<file path="src/hw/ocsc_consts.svh">
// constants for the offset compensation and step count register bank
`ifndef OCSC_CONSTS_SVH
`define OCSC_CONSTS_SVH
`define OCSC_ADDR_CORR_BASE 8'h71
`define OCSC_ADDR_CORR_LAST 8'h77
`define OCSC_ADDR_TALLY_LO 8'h78
`define OCSC_ADDR_TALLY_HI 8'h79
`define OCSC_ADDR_STRIDE_LO 8'h7A
`define OCSC_ADDR_STRIDE_HI 8'h7B
`define OCSC_ADDR_CMD 8'h7E
`define OCSC_CMD_FOC 8'h03
`define OCSC_CMD_PROG_NVM 8'hA0
`define OCSC_CMD_TALLY_CLR 8'hB2
`define OCSC_CMD_SOFTRESET 8'hB6
`define OCSC_CORR_BYTES 7
`define OCSC_IDX_ENABLES 3'h6
`define OCSC_BIT_GYRO_EN 7
`define OCSC_BIT_ACCEL_EN 6
`define OCSC_BIT_TALLY_EN 3
`define OCSC_STRIDE_HI_MASK 8'h0F
`define OCSC_TALLY_RESET 16'h0000
`endif

</file>
<file path="src/hw/ocsc_pkg.sv">
// types shared by the offset compensation and step count bank
`default_nettype none
package ocsc_pkg;
  typedef enum logic [1:0] {OCSC_IDLE, OCSC_LOAD, OCSC_STORE} ocsc_nvm_st_t;
  typedef logic [7:0] ocsc_byte_t;
endpackage
`default_nettype wire

</file>
<file path="src/hw/ocsc_apply.sv">
// adds one signed correction to one signed sensor sample
`default_nettype none
module ocsc_apply (
  input wire logic clk, // system clock
  input wire logic sys_rst, // synchronous reset
  input wire logic en, // compensation enable
  input wire logic signed [9:0] corr, // 10-bit signed correction
  input wire logic signed [15:0] raw, // uncorrected sample
  output logic signed [15:0] fixed // corrected sample
);
  import ocsc_pkg::*;
  logic signed [16:0] sum;
  logic signed [15:0] next_fixed;
  always_comb begin
    sum = 17'(raw) + 17'(corr);
    if (!en) begin
      next_fixed = raw;
    end else if (sum > 17'sh07FFF) begin
      next_fixed = 16'sh7FFF;
    end else if (sum < -17'sh08000) begin
      next_fixed = -16'sh8000;
    end else begin
      next_fixed = sum[15:0];
    end
  end
  always_ff @(posedge clk) begin
    if (sys_rst) begin
      fixed <= 16'sh0000;
    end else begin
      fixed <= next_fixed;
    end
  end
endmodule
`default_nettype wire

</file>
<file path="src/hw/ocsc_bank.sv">
// offset compensation and step count register bank
`include "ocsc_consts.svh"
`default_nettype none
module ocsc_bank (
  input wire logic clk, // system clock
  input wire logic sys_rst, // power-on reset, synchronous
  input wire logic reg_wr, // register write strobe
  input wire logic reg_rd, // register read strobe
  input wire logic [7:0] reg_addr, // register address
  input wire ocsc_pkg::ocsc_byte_t reg_wdata, // write data
  output ocsc_pkg::ocsc_byte_t reg_rdata, // read data
  input wire logic step_seen, // one-cycle pulse per detected step
  input wire logic foc_done, // calibration finished pulse
  input wire logic [55:0] foc_result, // seven computed correction bytes
  output logic foc_start, // calibration request pulse
  output logic busy, // nonvolatile transfer in progress
  input wire logic signed [15:0] acc_in_x, // accel x sample
  input wire logic signed [15:0] acc_in_y, // accel y sample
  input wire logic signed [15:0] acc_in_z, // accel z sample
  input wire logic signed [15:0] gyr_in_x, // gyro x sample
  input wire logic signed [15:0] gyr_in_y, // gyro y sample
  input wire logic signed [15:0] gyr_in_z, // gyro z sample
  output logic signed [15:0] acc_out_x, // corrected accel x
  output logic signed [15:0] acc_out_y, // corrected accel y
  output logic signed [15:0] acc_out_z, // corrected accel z
  output logic signed [15:0] gyr_out_x, // corrected gyro x
  output logic signed [15:0] gyr_out_y, // corrected gyro y
  output logic signed [15:0] gyr_out_z, // corrected gyro z
  output logic [10:0] stride_setting, // detector configuration
  output logic tally_en // step counting enable
);
  import ocsc_pkg::*;
  ////////////////////////////////////////////////////////////////////////
  ocsc_byte_t corr [0:6];
  ocsc_byte_t next_corr [0:6];
  ocsc_byte_t stride_lo, stride_hi, next_stride_lo, next_stride_hi;
  logic [15:0] tally, next_tally;
  logic [7:0] tally_hi_hold, next_tally_hi_hold;
  ocsc_nvm_st_t st, next_st;
  logic [2:0] idx, next_idx;
  logic load_valid, next_load_valid;
  logic [2:0] load_idx, next_load_idx;
  logic soft_rst, next_soft_rst;
  ocsc_byte_t next_rdata;
  logic next_foc_start;
  ocsc_byte_t nvm_rd;
  logic nvm_wr;
  logic [2:0] nvm_addr;
  logic is_cmd;
  logic [2:0] wr_idx;
  ////////////////////////////////////////////////////////////////////////
  assign is_cmd = reg_wr && reg_addr == `OCSC_ADDR_CMD;
  assign wr_idx = 3'(reg_addr - `OCSC_ADDR_CORR_BASE);
  assign nvm_wr = st == OCSC_STORE;
  assign nvm_addr = idx;

  ocsc_nvm_mem u_nvm (
    .clk(clk),
    .wr_en(nvm_wr),
    .addr(nvm_addr),
    .wr_data(corr[idx]),
    .rd_data(nvm_rd)
  );

  // nonvolatile sequencer: load on reset/soft reset, store on command
  always_comb begin
    next_st = st;
    next_idx = idx;
    next_load_valid = 1'b0;
    next_load_idx = idx;
    next_soft_rst = is_cmd && reg_wdata == `OCSC_CMD_SOFTRESET;
    next_foc_start = 1'b0;
    case (st)
      OCSC_IDLE: begin
        if (soft_rst) begin
          next_st = OCSC_LOAD;
          next_idx = 3'h0;
        end else if (is_cmd && reg_wdata == `OCSC_CMD_PROG_NVM) begin
          next_st = OCSC_STORE;
          next_idx = 3'h0;
        end else if (is_cmd && reg_wdata == `OCSC_CMD_FOC) begin
          next_foc_start = 1'b1;
        end
      end
      OCSC_LOAD: begin
        next_load_valid = 1'b1;
        next_load_idx = idx;
        if (idx == 3'h6) begin
          next_st = OCSC_IDLE;
        end else begin
          next_idx = idx + 3'h1;
        end
      end
      OCSC_STORE: begin
        if (idx == 3'h6) begin
          next_st = OCSC_IDLE;
        end else begin
          next_idx = idx + 3'h1;
        end
      end
      default: next_st = OCSC_IDLE;
    endcase
    // soft reset is never dropped: it restarts the reload even mid-sequence
    if (soft_rst) begin
      next_st = OCSC_LOAD;
      next_idx = 3'h0;
    end
  end

  // correction bytes, by priority: nvm load, then host write, then calibration
  always_comb begin
    for (int i = 0; i < `OCSC_CORR_BYTES; i++) begin
      next_corr[i] = corr[i];
      if (foc_done) begin
        next_corr[i] = foc_result[i*8 +: 8];
      end
      if (reg_wr && reg_addr == `OCSC_ADDR_CORR_BASE + 8'(i)) begin
        next_corr[i] = reg_wdata;
      end
      if (load_valid && load_idx == 3'(i)) begin
        next_corr[i] = nvm_rd;
      end
    end
  end

  // detector setting and step tally
  always_comb begin
    next_stride_lo = stride_lo;
    next_stride_hi = stride_hi;
    next_tally = tally;
    next_tally_hi_hold = tally_hi_hold;
    if (reg_wr && reg_addr == `OCSC_ADDR_STRIDE_LO) begin
      next_stride_lo = reg_wdata;
    end
    if (reg_wr && reg_addr == `OCSC_ADDR_STRIDE_HI) begin
      next_stride_hi = reg_wdata & `OCSC_STRIDE_HI_MASK;
    end
    if (step_seen && stride_hi[`OCSC_BIT_TALLY_EN]) begin
      next_tally = tally + 16'h0001;
    end
    if (is_cmd && reg_wdata == `OCSC_CMD_TALLY_CLR) begin
      next_tally = `OCSC_TALLY_RESET;
    end
    if (reg_rd && reg_addr == `OCSC_ADDR_TALLY_LO) begin
      next_tally_hi_hold = tally[15:8];
    end
  end

  // register read port
  always_comb begin
    next_rdata = 8'h00;
    if (reg_rd) begin
      if (reg_addr >= `OCSC_ADDR_CORR_BASE &&
          reg_addr <= `OCSC_ADDR_CORR_LAST) begin
        next_rdata = corr[wr_idx];
      end else if (reg_addr == `OCSC_ADDR_TALLY_LO) begin
        next_rdata = tally[7:0];
      end else if (reg_addr == `OCSC_ADDR_TALLY_HI) begin
        next_rdata = tally_hi_hold;
      end else if (reg_addr == `OCSC_ADDR_STRIDE_LO) begin
        next_rdata = stride_lo;
      end else if (reg_addr == `OCSC_ADDR_STRIDE_HI) begin
        next_rdata = stride_hi;
      end
    end
  end

  ////////////////////////////////////////////////////////////////////////
  always_ff @(posedge clk) begin
    if (sys_rst) begin
      st <= OCSC_LOAD;
      idx <= 3'h0;
      load_valid <= 1'b0;
      load_idx <= 3'h0;
      soft_rst <= 1'b0;
      for (int i = 0; i < `OCSC_CORR_BYTES; i++) begin
        corr[i] <= 8'h00;
      end
      stride_lo <= 8'h00;
      stride_hi <= 8'h00;
      tally <= `OCSC_TALLY_RESET;
      tally_hi_hold <= 8'h00;
      reg_rdata <= 8'h00;
      foc_start <= 1'b0;
      busy <= 1'b1;
      stride_setting <= 11'h000;
      tally_en <= 1'b0;
    end else begin
      st <= next_st;
      idx <= next_idx;
      load_valid <= next_load_valid;
      load_idx <= next_load_idx;
      soft_rst <= next_soft_rst;
      for (int i = 0; i < `OCSC_CORR_BYTES; i++) begin
        corr[i] <= next_corr[i];
      end
      stride_lo <= next_stride_lo;
      stride_hi <= next_stride_hi;
      tally <= next_tally;
      tally_hi_hold <= next_tally_hi_hold;
      reg_rdata <= next_rdata;
      foc_start <= next_foc_start;
      busy <= next_st != OCSC_IDLE || next_load_valid;
      stride_setting <= {next_stride_hi[2:0], next_stride_lo};
      tally_en <= next_stride_hi[`OCSC_BIT_TALLY_EN];
    end
  end

  ////////////////////////////////////////////////////////////////////////
  // per-axis correction datapaths
  logic signed [15:0] raw_in [0:5];
  logic signed [15:0] fix_out [0:5];
  logic signed [9:0] corr_ext [0:5];
  logic axis_en [0:5];
  assign raw_in[0] = acc_in_x;
  assign raw_in[1] = acc_in_y;
  assign raw_in[2] = acc_in_z;
  assign raw_in[3] = gyr_in_x;
  assign raw_in[4] = gyr_in_y;
  assign raw_in[5] = gyr_in_z;
  assign acc_out_x = fix_out[0];
  assign acc_out_y = fix_out[1];
  assign acc_out_z = fix_out[2];
  assign gyr_out_x = fix_out[3];
  assign gyr_out_y = fix_out[4];
  assign gyr_out_z = fix_out[5];

  for (genvar a = 0; a < 6; a++) begin : g_axis
    if (a < 3) begin : g_acc
      assign corr_ext[a] = {{2{corr[a][7]}}, corr[a]};
      assign axis_en[a] = corr[`OCSC_IDX_ENABLES][`OCSC_BIT_ACCEL_EN];
    end else begin : g_gyr
      assign corr_ext[a] = {corr[`OCSC_IDX_ENABLES][2*(a-3) +: 2],
                            corr[a]};
      assign axis_en[a] = corr[`OCSC_IDX_ENABLES][`OCSC_BIT_GYRO_EN];
    end
    ocsc_apply u_apply (
      .clk(clk),
      .sys_rst(sys_rst),
      .en(axis_en[a]),
      .corr(corr_ext[a]),
      .raw(raw_in[a]),
      .fixed(fix_out[a])
    );
  end

  ////////////////////////////////////////////////////////////////////////
  tally_clr_a: assert property (@(posedge clk) disable iff (sys_rst)
    is_cmd && reg_wdata == `OCSC_CMD_TALLY_CLR |=> tally == 16'h0000)
    else $error("step tally not cleared");
  tally_gate_a: assert property (@(posedge clk) disable iff (sys_rst)
    !step_seen && !is_cmd |=> $stable(tally))
    else $error("step tally moved without a step");
  tally_inc_a: assert property (@(posedge clk) disable iff (sys_rst)
    step_seen && stride_hi[3] && !is_cmd |=> tally == $past(tally) + 16'h1)
    else $error("step tally did not advance by one");
  acc_pass_a: assert property (@(posedge clk) disable iff (sys_rst)
    !corr[6][6] |=> acc_out_x == $past(acc_in_x))
    else $error("accel altered while disabled");
  corr_wr_a: assert property (@(posedge clk) disable iff (sys_rst)
    reg_wr && reg_addr == 8'h71 && !load_valid |=> corr[0] == $past(reg_wdata))
    else $error("correction write not direct");
  foc_ld_a: assert property (@(posedge clk) disable iff (sys_rst)
    foc_done && !reg_wr && !load_valid |=> corr[3] == $past(foc_result[31:24]))
    else $error("calibration result not stored");
  soft_rld_a: assert property (@(posedge clk) disable iff (sys_rst)
    is_cmd && reg_wdata == 8'hB6 && st == OCSC_IDLE |-> ##2 st == OCSC_LOAD)
    else $error("soft reset did not reload");
  store_len_a: assert property (@(posedge clk) disable iff (sys_rst || soft_rst)
    st == OCSC_IDLE ##1 st == OCSC_STORE |-> ##7 st == OCSC_IDLE)
    else $error("store sequence wrong length");
  hi_mask_a: assert property (@(posedge clk) disable iff (sys_rst)
    stride_hi[7:4] == 4'h0)
    else $error("reserved detector bits set");
endmodule
`default_nettype wire

</file>
<file path="src/hw/ocsc_nvm_mem.sv">
// seven-byte non-volatile backing store with registered read data
`default_nettype none
module ocsc_nvm_mem (
  input wire logic clk, // system clock
  input wire logic wr_en, // store one byte
  input wire logic [2:0] addr, // byte index
  input wire ocsc_pkg::ocsc_byte_t wr_data, // byte to store
  output ocsc_pkg::ocsc_byte_t rd_data // registered read byte
);
  import ocsc_pkg::*;
  ocsc_byte_t mem [0:6];
  ocsc_byte_t next_rd_data;
  always_comb begin
    next_rd_data = (addr < 3'h7) ? mem[addr] : 8'h00;
  end
  always_ff @(posedge clk) begin
    if (wr_en && addr < 3'h7) begin
      mem[addr] <= wr_data;
    end
    rd_data <= next_rd_data;
  end
endmodule
`default_nettype wire

</file>
<file path="config.mk">
export PLATFORM = sky130hd
export DESIGN_NAME = ocsc_bank
export DESIGN_NICKNAME = d
export VERILOG_FILES = /design/src/hw/ocsc_pkg.sv /design/src/hw/ocsc_apply.sv /design/src/hw/ocsc_bank.sv /design/src/hw/ocsc_nvm_mem.sv
export VERILOG_INCLUDE_DIRS = /design/src /design/src/hw
export SDC_FILE = /design/constraint.sdc
export NUM_CORES = 1
export LEC_CHECK = 0
export BUFFER_PORTS_ARGS = -buffer_cell sky130_fd_sc_hd__clkbuf_2
export CAP_MARGIN = 20
export CELL_PAD_IN_SITES_DETAIL_PLACEMENT = 0
export CELL_PAD_IN_SITES_GLOBAL_PLACEMENT = 2
export CORE_UTILIZATION = 35
export CTS_BUF_LIST = sky130_fd_sc_hd__clkbuf_4
export CTS_CLUSTER_SIZE = 30
export DETAILED_ROUTE_END_ITERATION = 8
export GPL_ROUTABILITY_DRIVEN = 0
export GPL_TIMING_DRIVEN = 0
export PLACE_DENSITY = 0.79
export SLEW_MARGIN = 10
export SYNTH_ARGS = -nofsm -noshare
export SYNTH_HDL_FRONTEND = slang
export SYNTH_SLANG_ARGS = --single-unit
</file>
<file path="constraint.sdc">
create_clock -name clk -period 4.2 [get_ports clk]
set_input_delay 0.84 -clock clk [delete_from_list [all_inputs] [get_ports clk]]
set_output_delay 0.84 -clock clk [all_outputs]
set_load 0.005 [all_outputs]
</file>
==> impl_results.rst, run 1 <==
.. list-table::
   :header-rows: 1

   * - Metric
     - Value
   * - Outcome
     - completed
   * - Dominant cell type by count on the critical path
     - sky130_fd_sc_hd__a21o_1
   * - Global-route wire length before repair
     - 98330 um
   * - Cell type contributing the most total cell area after synthesis
     - sky130_fd_sc_hd__dfxtp_1
   * - Relative max-transition margin
     - 29.01%
   * - Overall routing resource usage
     - 25.74%
   * - Detailed-routing iteration count for the pre-antenna-repair pass
     - 7
   * - Post-layout net count
     - 2708
   * - Pin count of the biggest net entering global routing
     - 13
   * - Overflow after GRT
     - 0
   * - Number of instances in the synthesized netlist
     - 2049
   * - Total DRC errors in the routed layout
     - 0
   * - Longest Clk Path Bufs
     - 3
   * - Cell at the root of the clock tree
     - sky130_fd_sc_hd__clkbuf_4
   * - Logic depth of the worst setup path including buffers
     - 10
   * - Sort of element at the end of the critical path
     - flop
   * - Maximum clock rate
     - 264.6 MHz
   * - Cell family contributing the most delay on the critical path
     - compound AO/OA/AOI/OAI gates
   * - CP bufs+invs
     - 1
   * - Cell-by-cell trace of the critical path
     - ha_1, a21o_1, a21o_1, a21o_1, or3b_2, o22ai_1, clkbuf_1, nand2_1, o2111ai_1, a31oi_1
   * - Critical path destination
     - g_axis[0].u_apply.fixed[3]
   * - Area share of the largest cell type after synthesis
     - 24.96%
   * - Final number of setup-violating endpoints
     - 0
   * - Routed len/inst
     - 21.15 um
   * - Max-slew violations
     - 0
   * - Chip Width
     - 226 um
   * - Share of cells above drive strength 1
     - 20.35%
   * - Setup repair after global routing missed its margin
     - no
   * - Pin slew with the least headroom to its limit
     - 1.065 ns
   * - Wire length reported by the detailed router
     - 66600 um
   * - Resized cells post-CTS
     - 0
   * - VDD IR-drop max
     - 0.0002257 V
   * - Cell leakage power
     - 8.859 nW
   * - Start-to-end type of the worst setup path
     - reg2reg
   * - Number of distinct library cells after synthesis
     - 83
   * - Number of cells on the worst reg-to-reg path
     - 10
   * - Num CTS Buffers
     - 82
   * - Final worst-path cycle share
     - 89.99%
   * - Total die area
     - 51080 um^2
   * - Final core utilization
     - 42.53%
   * - Core area
     - 49250 um^2
   * - Clock Pin Slew Worst Setup and Hold Paths
     - 0.06 ns
   * - Worst Setup Start Kind
     - flop
   * - Max-cap viol count
     - 0
   * - Worst hold-check path type
     - in2reg
   * - Arrival time at the worst endpoint
     - 4.42 ns
   * - TritonCTS clock tree
     - done
   * - Final critical-path required period
     - 3.779 ns
   * - Worst setup path start
     - corr[0][7]
   * - Post-Syn Nets
     - 2337
   * - Hold violation total from the final report
     - 0
   * - Setup Fix Bufs, Post-CTS
     - 0
   * - Sequential fraction of the synthesis area
     - 34.54%
   * - Vias in the first global route
     - 16180
   * - Max Fanout on Critical Path
     - 12
   * - Area of all placed cells without fillers
     - 20950 um^2
   * - Largest stage delay on the critical path
     - 0.78 ns
   * - Instance area after placement
     - 19840 um^2
   * - Antenna viol nets, final
     - 0
   * - Post-DR vias/cell
     - 5.382
   * - Startpoint of the most critical register-to-register path
     - corr[0][7]
   * - Data required time at the worst endpoint
     - 4.84 ns
   * - Standard cell with the maximum stage delay on the critical path
     - sky130_fd_sc_hd__dfxtp_1
   * - Area growth from synthesis to final layout
     - 19.27%
   * - Total of warnings raised by yosys
     - 0
   * - Number of enable-type register cells in the synthesized netlist
     - 56
   * - Clk Latency, worst-skew pair
     - 0.83 ns
   * - Input/output buffers
     - 286
   * - # IOs
     - 292
   * - Total power consumption of the routed design
     - 9.143 mW
   * - Capture point of the worst reg-to-reg path
     - g_axis[0].u_apply.fixed[3]
   * - Number of antenna violations at the first check in global routing
     - 3
   * - Count of vias placed by the detailed router
     - 16940
   * - Chip height
     - 226 um
   * - Number of levels the H-tree was split into
     - 3
   * - Synth Area per Inst
     - 8.571 um^2
   * - Num Clock Sinks
     - 275
   * - Primary flip-flop cell chosen by synthesis mapping
     - sky130_fd_sc_hd__dfxtp_1
   * - Skew final
     - 0.05177 ns
   * - Number of flip-flops and latches in the synthesized netlist
     - 275
   * - FP Rows
     - 81
   * - Area contributors post-synth
     - sky130_fd_sc_hd__dfxtp_1, sky130_fd_sc_hd__edfxtp_1, sky130_fd_sc_hd__ha_1
   * - Power density cells
     - 436.5 nW/um^2
   * - Cts hold-fix bufs
     - 0
   * - Iter 0 DRT Violations
     - 1045
   * - Flop2flop setup slack
     - 0.42 ns
   * - Post-synthesis instance area
     - 17560 um^2
   * - Fin Hold WS
     - 0.2549 ns
   * - Dpl hpwl
     - 51980 um
   * - Initial standard-cell utilization of the core
     - 35.66%
   * - Asr flop ratio synth
     - 0%
-- cells in the final DEF (no fill, tap or decap), types with 13 or more instances in the layout --
cell type                  netlist  layout
sky130_fd_sc_hd__ha_1          108     108
sky130_fd_sc_hd__clkbuf_2        0     286
sky130_fd_sc_hd__a311oi_1       24      24
sky130_fd_sc_hd__dfxtp_1       219     219
sky130_fd_sc_hd__a21oi_1       143     143
sky130_fd_sc_hd__o21ai_0       118     118
sky130_fd_sc_hd__nor3_1         36      35
sky130_fd_sc_hd__or3_1          13      13
sky130_fd_sc_hd__o21a_1         15      15
sky130_fd_sc_hd__a21o_1         31      31
sky130_fd_sc_hd__xnor2_1        40      40
sky130_fd_sc_hd__a31oi_1        16      16
sky130_fd_sc_hd__clkinv_1        0      14
sky130_fd_sc_hd__and3_1         16      16
sky130_fd_sc_hd__maj3_1         57      57
sky130_fd_sc_hd__nand3_1        67      67
sky130_fd_sc_hd__nand2_1       243     243
sky130_fd_sc_hd__inv_1          58      58
sky130_fd_sc_hd__o211ai_1       33      33
sky130_fd_sc_hd__nor2b_1        18      18
sky130_fd_sc_hd__mux2i_1        43      43
sky130_fd_sc_hd__mux4_2         21      21
sky130_fd_sc_hd__edfxtp_1       56      56
sky130_fd_sc_hd__nand2b_1       25      25
sky130_fd_sc_hd__clkbuf_1      101     101
sky130_fd_sc_hd__xor2_1         47      47
sky130_fd_sc_hd__clkbuf_4        0     114
sky130_fd_sc_hd__nor2_1        229     229
sky130_fd_sc_hd__a211oi_1       68      68
-- layout make-up --
| cell class | count | area, um^2 |
|---|---|---|
| fill | 5145 | 28310 |
| multi-input combinational | 1595 | 10800 |
| sequential | 275 | 6066 |
| timing repair buffer | 287 | 1439 |
| clock buffer | 114 | 855.8 |
| tap | 664 | 830.8 |
| buffer | 121 | 484.2 |
| clock inverter | 31 | 246.5 |
| inverter | 58 | 217.7 |
| antenna | 3 | 7.507 |
-- how the worst min path moves through the flow --
stage                     start                          to  cells past startpoint
2_1_floorplan  tally_hi_hold[4]            tally_hi_hold[4]                      2
3_3_place_gp   tally_hi_hold[2]            tally_hi_hold[2]                      2
3_5_place_dp   tally_hi_hold[7]            tally_hi_hold[7]                      2
4_1_cts             acc_in_y[9]  g_axis[1].u_apply.fixed[9]                      3
5_1_grt             acc_in_y[9]  g_axis[1].u_apply.fixed[9]                      3
6_report            acc_in_y[9]  g_axis[1].u_apply.fixed[9]                      3
-- per-stage QoR --
stage / TNS [ns] / instances / setup slack [ns]
2_1_floorplan: 0 / 2049 / 0.7670
3_3_place_gp: -1.879 / 2999 / -0.2039
3_5_place_dp: -2.116 / 3000 / -0.2430
4_1_cts: 0 / 3145 / 0.4384
5_1_grt: 0 / 3148 / 0.2216
6_report: 0 / 3148 / 0.4205
-- cell families after synthesis --
family	share of synthesized area (%)
AND/OR/NAND/NOR	17.56
AO/OA/AOI/OAI	21.57
flip-flops	34.54
adder cells (fa/ha/maj)	12.33
buffers and inverters	3.997
XOR/XNOR	4.339
multiplexers	5.657
-- cell usage after synthesis, drive strengths merged, types with 8 or more instances --
cell / n
a211oi: 79
a21o: 31
a21oi: 145
a221oi: 13
a311oi: 25
a31oi: 16
and2: 8
and3: 16
buf: 20
clkbuf: 101
dfxtp: 219
edfxtp: 56
ha: 108
inv: 58
maj3: 68
mux2: 8
mux2i: 43
mux4: 21
nand2: 243
nand2b: 25
nand3: 67
nand4: 12
nor2: 229
nor2b: 18
nor3: 36
o211ai: 34
o21a: 15
o21ai: 124
o21bai: 10
o41ai: 8
or3: 13
xnor2: 40
xor2: 47
-- tightest hold or removal path: cells and delay by family --
kind | cells | cell delay [ns]
buffers and inverters | 1 | 0.10
AND/OR/NAND/NOR | 2 | 0.10
-- sequential cells by signal (all words and copies together) (netlist names), named ones only --
| name | flops |
|---|---|
| busy | 1 |
| corr | 56 |
| foc_start | 1 |
| g_axis.u_apply.fixed | 96 |
| idx | 3 |
| load_idx | 3 |
| load_valid | 1 |
| reg_rdata | 8 |
| soft_rst | 1 |
| st | 2 |
| stride_hi | 1 |
| stride_setting | 10 |
| tally | 16 |
| tally_en | 1 |
| tally_hi_hold | 8 |
| u_nvm.mem | 56 |
| u_nvm.rd_data | 8 |
-- power breakdown --
group          internal (mW)  total [mW]  switching [mW]
clock                   1.51        2.76            1.25
combinational           1.25        3.02            1.77
sequential              2.99        3.37           0.373
total                   5.75        9.14            3.40
-- metal layers --
| layer | GRT usage [%] | wire [um] |
|---|---|---|
| met3 | 4.411 | 3778 |
| met5 | 0 | 0 |
| met1 | 34.71 | 30670 |
| met2 | 41.25 | 30790 |
| met4 | 8.844 | 1350 |
(Power assumes the default switching activity.)
==> run 2, diff against run 1 <==
--- a/config.mk
+++ b/config.mk
@@ -10,14 +10,15 @@
 export CAP_MARGIN = 20
 export CELL_PAD_IN_SITES_DETAIL_PLACEMENT = 0
 export CELL_PAD_IN_SITES_GLOBAL_PLACEMENT = 2
-export CORE_UTILIZATION = 35
+export CORE_UTILIZATION = 36
 export CTS_BUF_LIST = sky130_fd_sc_hd__clkbuf_4
 export CTS_CLUSTER_SIZE = 30
 export DETAILED_ROUTE_END_ITERATION = 8
 export GPL_ROUTABILITY_DRIVEN = 0
-export GPL_TIMING_DRIVEN = 0
-export PLACE_DENSITY = 0.79
+export GPL_TIMING_DRIVEN = 1
+export PLACE_DENSITY = 0.9
 export SLEW_MARGIN = 10
 export SYNTH_ARGS = -nofsm -noshare
 export SYNTH_HDL_FRONTEND = slang
+export SYNTH_HIERARCHICAL = 1
 export SYNTH_SLANG_ARGS = --single-unit
==> run 2 against run 1 <==
Compared with the run above:
- wire length is 1.6% lower
- total power is 1.8% higher
- synthesized cell count is 5.5% higher
- clock power is 9.8% lower
- sequential power is 4% higher
- setup slack better by 0.50 ns
- area after synthesis is 8.7% higher
- clock skew is 0.025 ns higher
- flip-flop and latch count stayed put
- via count is 6.1% higher
- final cell count is 0.60% higher
- design area is 4.4% higher
==> impl_results.rst, run 2 <==
.. list-table::
   :header-rows: 1

   * - Metric
     - Value
   * - Number of distinct library cells after synthesis
     - 86 (was 83)
   * - Pin slew with the least headroom to its limit
     - 1.060 ns (was 1.065 ns)
   * - Asr flop ratio synth
     - 0% (unchanged)
   * - Count of placed standard cells including taps
     - 3024 (was 3000)
   * - Maximum clock rate
     - 305.3 MHz (was 264.6 MHz)
   * - Final core utilization
     - 41.70% (was 42.53%)
   * - Chip height
     - 232.2 um (was 226 um)
   * - Power density cells
     - 425.6 nW/um^2 (was 436.5 nW/um^2)
   * - Fin Hold WS
     - 0.2780 ns (was 0.2549 ns)
   * - Area growth from synthesis to final layout
     - 14.62% (was 19.27%)
   * - Largest reg by FF count
     - g_axis.u_apply/fixed (was g_axis.u_apply.fixed)
   * - Worst Setup Start Kind
     - flop (unchanged)
   * - Data required time at the worst endpoint
     - 4.91 ns (was 4.84 ns)
   * - Number of flip-flops and latches in the synthesized netlist
     - 275 (unchanged)
   * - Post-Syn Nets
     - 2450 (was 2337)
   * - Num CTS Buffers
     - 77 (was 82)
   * - Commonest non-fill, non-tap cell in the layout
     - sky130_fd_sc_hd__clkbuf_2 (unchanged)
   * - Largest stage delay on the critical path
     - 0.65 ns (was 0.78 ns)
   * - Cell-by-cell trace of the critical path
     - ha_1, inv_1, fa_1, nand2b_1, a21oi_1, o21ai_1, a221oi_4, buf_4, o21ai_0, a311oi_1 (was ha_1, a21o_1, a21o_1, a21o_1, or3b_2, o22ai_1, clkbuf_1, nand2_1, o2111ai_1, a31oi_1)
   * - Cell leakage power
     - 8.791 nW (was 8.859 nW)
   * - Post-DR vias/cell
     - 5.677 (was 5.382)
   * - Setup Fix Bufs, Post-CTS
     - 0 (unchanged)
   * - Share of cells above drive strength 1
     - 24.32% (was 20.35%)
   * - Final number of setup-violating endpoints
     - 0 (unchanged)
   * - Number of levels the H-tree was split into
     - 3 (unchanged)
   * - Flip-flop count of the largest register, all copies and words added
     - 96 (unchanged)
   * - Area share of the largest cell type after synthesis
     - 22.98% (was 24.96%)
   * - CP bufs+invs
     - 2 (was 1)
   * - TritonCTS clock tree
     - done (unchanged)
   * - Relative max-transition margin
     - 29.18% (was 29.01%)
   * - Antenna viol nets, final
     - 0 (unchanged)
   * - Number of instances in the synthesized netlist
     - 2162 (was 2049)
   * - # IOs
     - 292 (unchanged)
   * - Wire length reported by the detailed router
     - 65520 um (was 66600 um)
   * - Most repeated cell in the gate-level netlist after synthesis
     - sky130_fd_sc_hd__dfxtp_1 (was sky130_fd_sc_hd__nand2_1)
   * - Clk Latency, worst-skew pair
     - 0.84 ns (was 0.83 ns)
   * - Overflow after GRT
     - 0 (unchanged)
   * - Cts hold-fix bufs
     - 0 (unchanged)
   * - Max-cap viol count
     - 0 (unchanged)
   * - Commonest cells post-synth
     - sky130_fd_sc_hd__dfxtp_1, sky130_fd_sc_hd__nand2_1, sky130_fd_sc_hd__nor2_1 (was sky130_fd_sc_hd__nand2_1, sky130_fd_sc_hd__nor2_1, sky130_fd_sc_hd__dfxtp_1)
   * - Initial standard-cell utilization of the core
     - 36.38% (was 35.66%)
   * - Detailed-routing iteration count for the pre-antenna-repair pass
     - 6 (was 7)
   * - Skew final
     - 0.07686 ns (was 0.05177 ns)
   * - VDD IR-drop max
     - 0.0001646 V (was 0.0002257 V)
   * - Sequential fraction of the synthesis area
     - 31.79% (was 34.54%)
   * - Setup repair after global routing missed its margin
     - no (unchanged)
   * - Global-route wire length before repair
     - 98260 um (was 98330 um)
   * - Iter 0 DRT Violations
     - 1316 (was 1045)
   * - Arrival time at the worst endpoint
     - 3.98 ns (was 4.42 ns)
   * - Routed len/inst
     - 20.69 um (was 21.15 um)
   * - Total power consumption of the routed design
     - 9.308 mW (was 9.143 mW)
   * - Primary flip-flop cell chosen by synthesis mapping
     - sky130_fd_sc_hd__dfxtp_1 (unchanged)
   * - Post-Route Setup TNS
     - 0 ns (unchanged)
   * - Chip Width
     - 232.2 um (was 226 um)
   * - Pin count of the biggest net entering global routing
     - 100 (was 13)
   * - Start-to-end type of the worst setup path
     - reg2reg (unchanged)
   * - Total DRC errors in the routed layout
     - 0 (unchanged)
   * - Clock Pin Slew Worst Setup and Hold Paths
     - 0.07 ns (was 0.06 ns)
   * - Number of enable-type register cells in the synthesized netlist
     - 56 (unchanged)
   * - Post-layout net count
     - 2704 (was 2708)
   * - Cell type contributing the most total cell area after synthesis
     - sky130_fd_sc_hd__dfxtp_1 (unchanged)
   * - Cell family contributing the most delay on the critical path
     - compound AO/OA/AOI/OAI gates (unchanged)
   * - Total of warnings raised by yosys
     - 6 (was 0)
   * - Resized cells post-CTS
     - 0 (unchanged)
   * - Max Fanout on Critical Path
     - 17 (was 12)
   * - Cell at the root of the clock tree
     - sky130_fd_sc_hd__clkbuf_4 (unchanged)
   * - Non-filler instance count after layout
     - 3167 (was 3148)
   * - Worst hold-check path type
     - in2reg (unchanged)
   * - Longest Clk Path Bufs
     - 3 (unchanged)
   * - Overall routing resource usage
     - 23.76% (was 25.74%)
   * - Total die area
     - 53930 um^2 (was 51080 um^2)
   * - Area contributors post-synth
     - sky130_fd_sc_hd__dfxtp_1, sky130_fd_sc_hd__edfxtp_1, sky130_fd_sc_hd__ha_1 (unchanged)
   * - Num Clock Sinks
     - 275 (unchanged)
   * - Hold violation total from the final report
     - 0 (unchanged)
   * - Outcome
     - completed (unchanged)
   * - Largest registers in the final layout
     - g_axis.u_apply/fixed: 96 flops, corr: 56 flops, u_nvm/mem: 56 flops (was g_axis.u_apply.fixed: 96 flops, corr: 56 flops, u_nvm.mem: 56 flops)
   * - Sort of element at the end of the critical path
     - flop (unchanged)
   * - Dpl hpwl
     - 50040 um (was 51980 um)
   * - Number of antenna violations at the first check in global routing
     - 5 (was 3)
   * - Post-synthesis instance area
     - 19080 um^2 (was 17560 um^2)
   * - Standard cell with the maximum stage delay on the critical path
     - sky130_fd_sc_hd__a221oi_4 (was sky130_fd_sc_hd__dfxtp_1)
   * - Core area
     - 52450 um^2 (was 49250 um^2)
   * - Input/output buffers
     - 291 (was 286)
   * - Max-slew violations
     - 0 (unchanged)
   * - Vias in the first global route
     - 17190 (was 16180)
   * - Final worst-path cycle share
     - 77.98% (was 89.99%)
   * - Count of vias placed by the detailed router
     - 17980 (was 16940)
   * - Commonest cells after routing, fill and taps aside
     - sky130_fd_sc_hd__clkbuf_2, sky130_fd_sc_hd__nand2_1, sky130_fd_sc_hd__dfxtp_1 (was sky130_fd_sc_hd__clkbuf_2, sky130_fd_sc_hd__nand2_1, sky130_fd_sc_hd__nor2_1)
   * - Final critical-path required period
     - 3.275 ns (was 3.779 ns)
   * - FP Rows
     - 84 (was 81)
   * - Synth Area per Inst
     - 8.826 um^2 (was 8.571 um^2)
[run 2: changes by cell type after synthesis, moves of 32 or more]
cell and delta:
sky130_fd_sc_hd__maj3_1 -57, sky130_fd_sc_hd__o21ai_1 +45, sky130_fd_sc_hd__mux2i_1 +49, sky130_fd_sc_hd__a211oi_1 -43, sky130_fd_sc_hd__a311oi_1 +32, sky130_fd_sc_hd__clkbuf_1 -33
[run 2: routing by layer]
layer,GRT usage [%],part of all wire (%),vias to the layer above
li1,-,-,8632
met1,30.41,43,8535
met5,0,0.018,-
met4,9.951,3.2,2
met2,38.15,46,669
met3,5.464,7.5,142
[run 2: kinds of logic (layout without fill, tap and decap cells)]
| group | after synthesis | in the layout | synth area share, % |
|---|---|---|---|
| AO/OA/AOI/OAI | 647 | 647 | 24.91 |
| multiplexers | 132 | 132 | 8.170 |
| adder cells (fa/ha/maj) | 120 | 120 | 8.065 |
| AND/OR/NAND/NOR | 712 | 712 | 18.23 |
| XOR/XNOR | 85 | 85 | 3.901 |
| flip-flops | 275 | 275 | 31.79 |
| other | 0 | 4 | 0 |
| buffers and inverters | 191 | 504 | 4.937 |
[run 2: final cells by class]
type | count | area (um^2)
clock buffer | 116 | 870.8
inverter | 50 | 187.7
multi-input combinational | 1696 | 12090
antenna | 4 | 10.01
clock inverter | 22 | 115.1
tap | 688 | 860.8
fill | 5266 | 30570
sequential | 275 | 6073
timing repair buffer | 316 | 1667
[run 2: path summary, 6_finish.rpt]
check,cells after the start,from,slack [ns],to
setup / recovery,10,corr[4][0],0.92,g_axis[4].u_apply/fixed[7]
hold / removal,3,acc_in_z[7],0.28,g_axis[2].u_apply/fixed[7]
setup reg to reg,10,corr[4][0],0.92,g_axis[4].u_apply/fixed[7]
hold reg to reg,2,tally[15],0.50,tally[15]
[run 2: worst register-to-register path: cells and delay by family, from the launching register on]
family | cells | cell delay, ns
flops | 1 | 0.51
simple gates | 1 | 0.20
fa+ha+maj | 2 | 0.64
buf+inv | 2 | 0.37
compound gates | 5 | 1.47
[run 2: metrics by stage]
stage          area [um^2]  setup WS (ns)
3_3_place_gp         20850         0.6937
4_1_cts              21830         0.9011
2_1_floorplan        19080          1.269
6_report             21870         0.9249
3_5_place_dp         20850         0.5631
5_1_grt              21870         0.6395
[run 2: report_power, final]
part	total, mW	leakage (nW)	internal [mW]	switching [mW]
sequential	3.51	2.32	2.99	0.518
clock	2.49	0.592	1.27	1.22
combinational	3.30	5.88	1.36	1.94
total	9.31	8.79	5.63	3.68
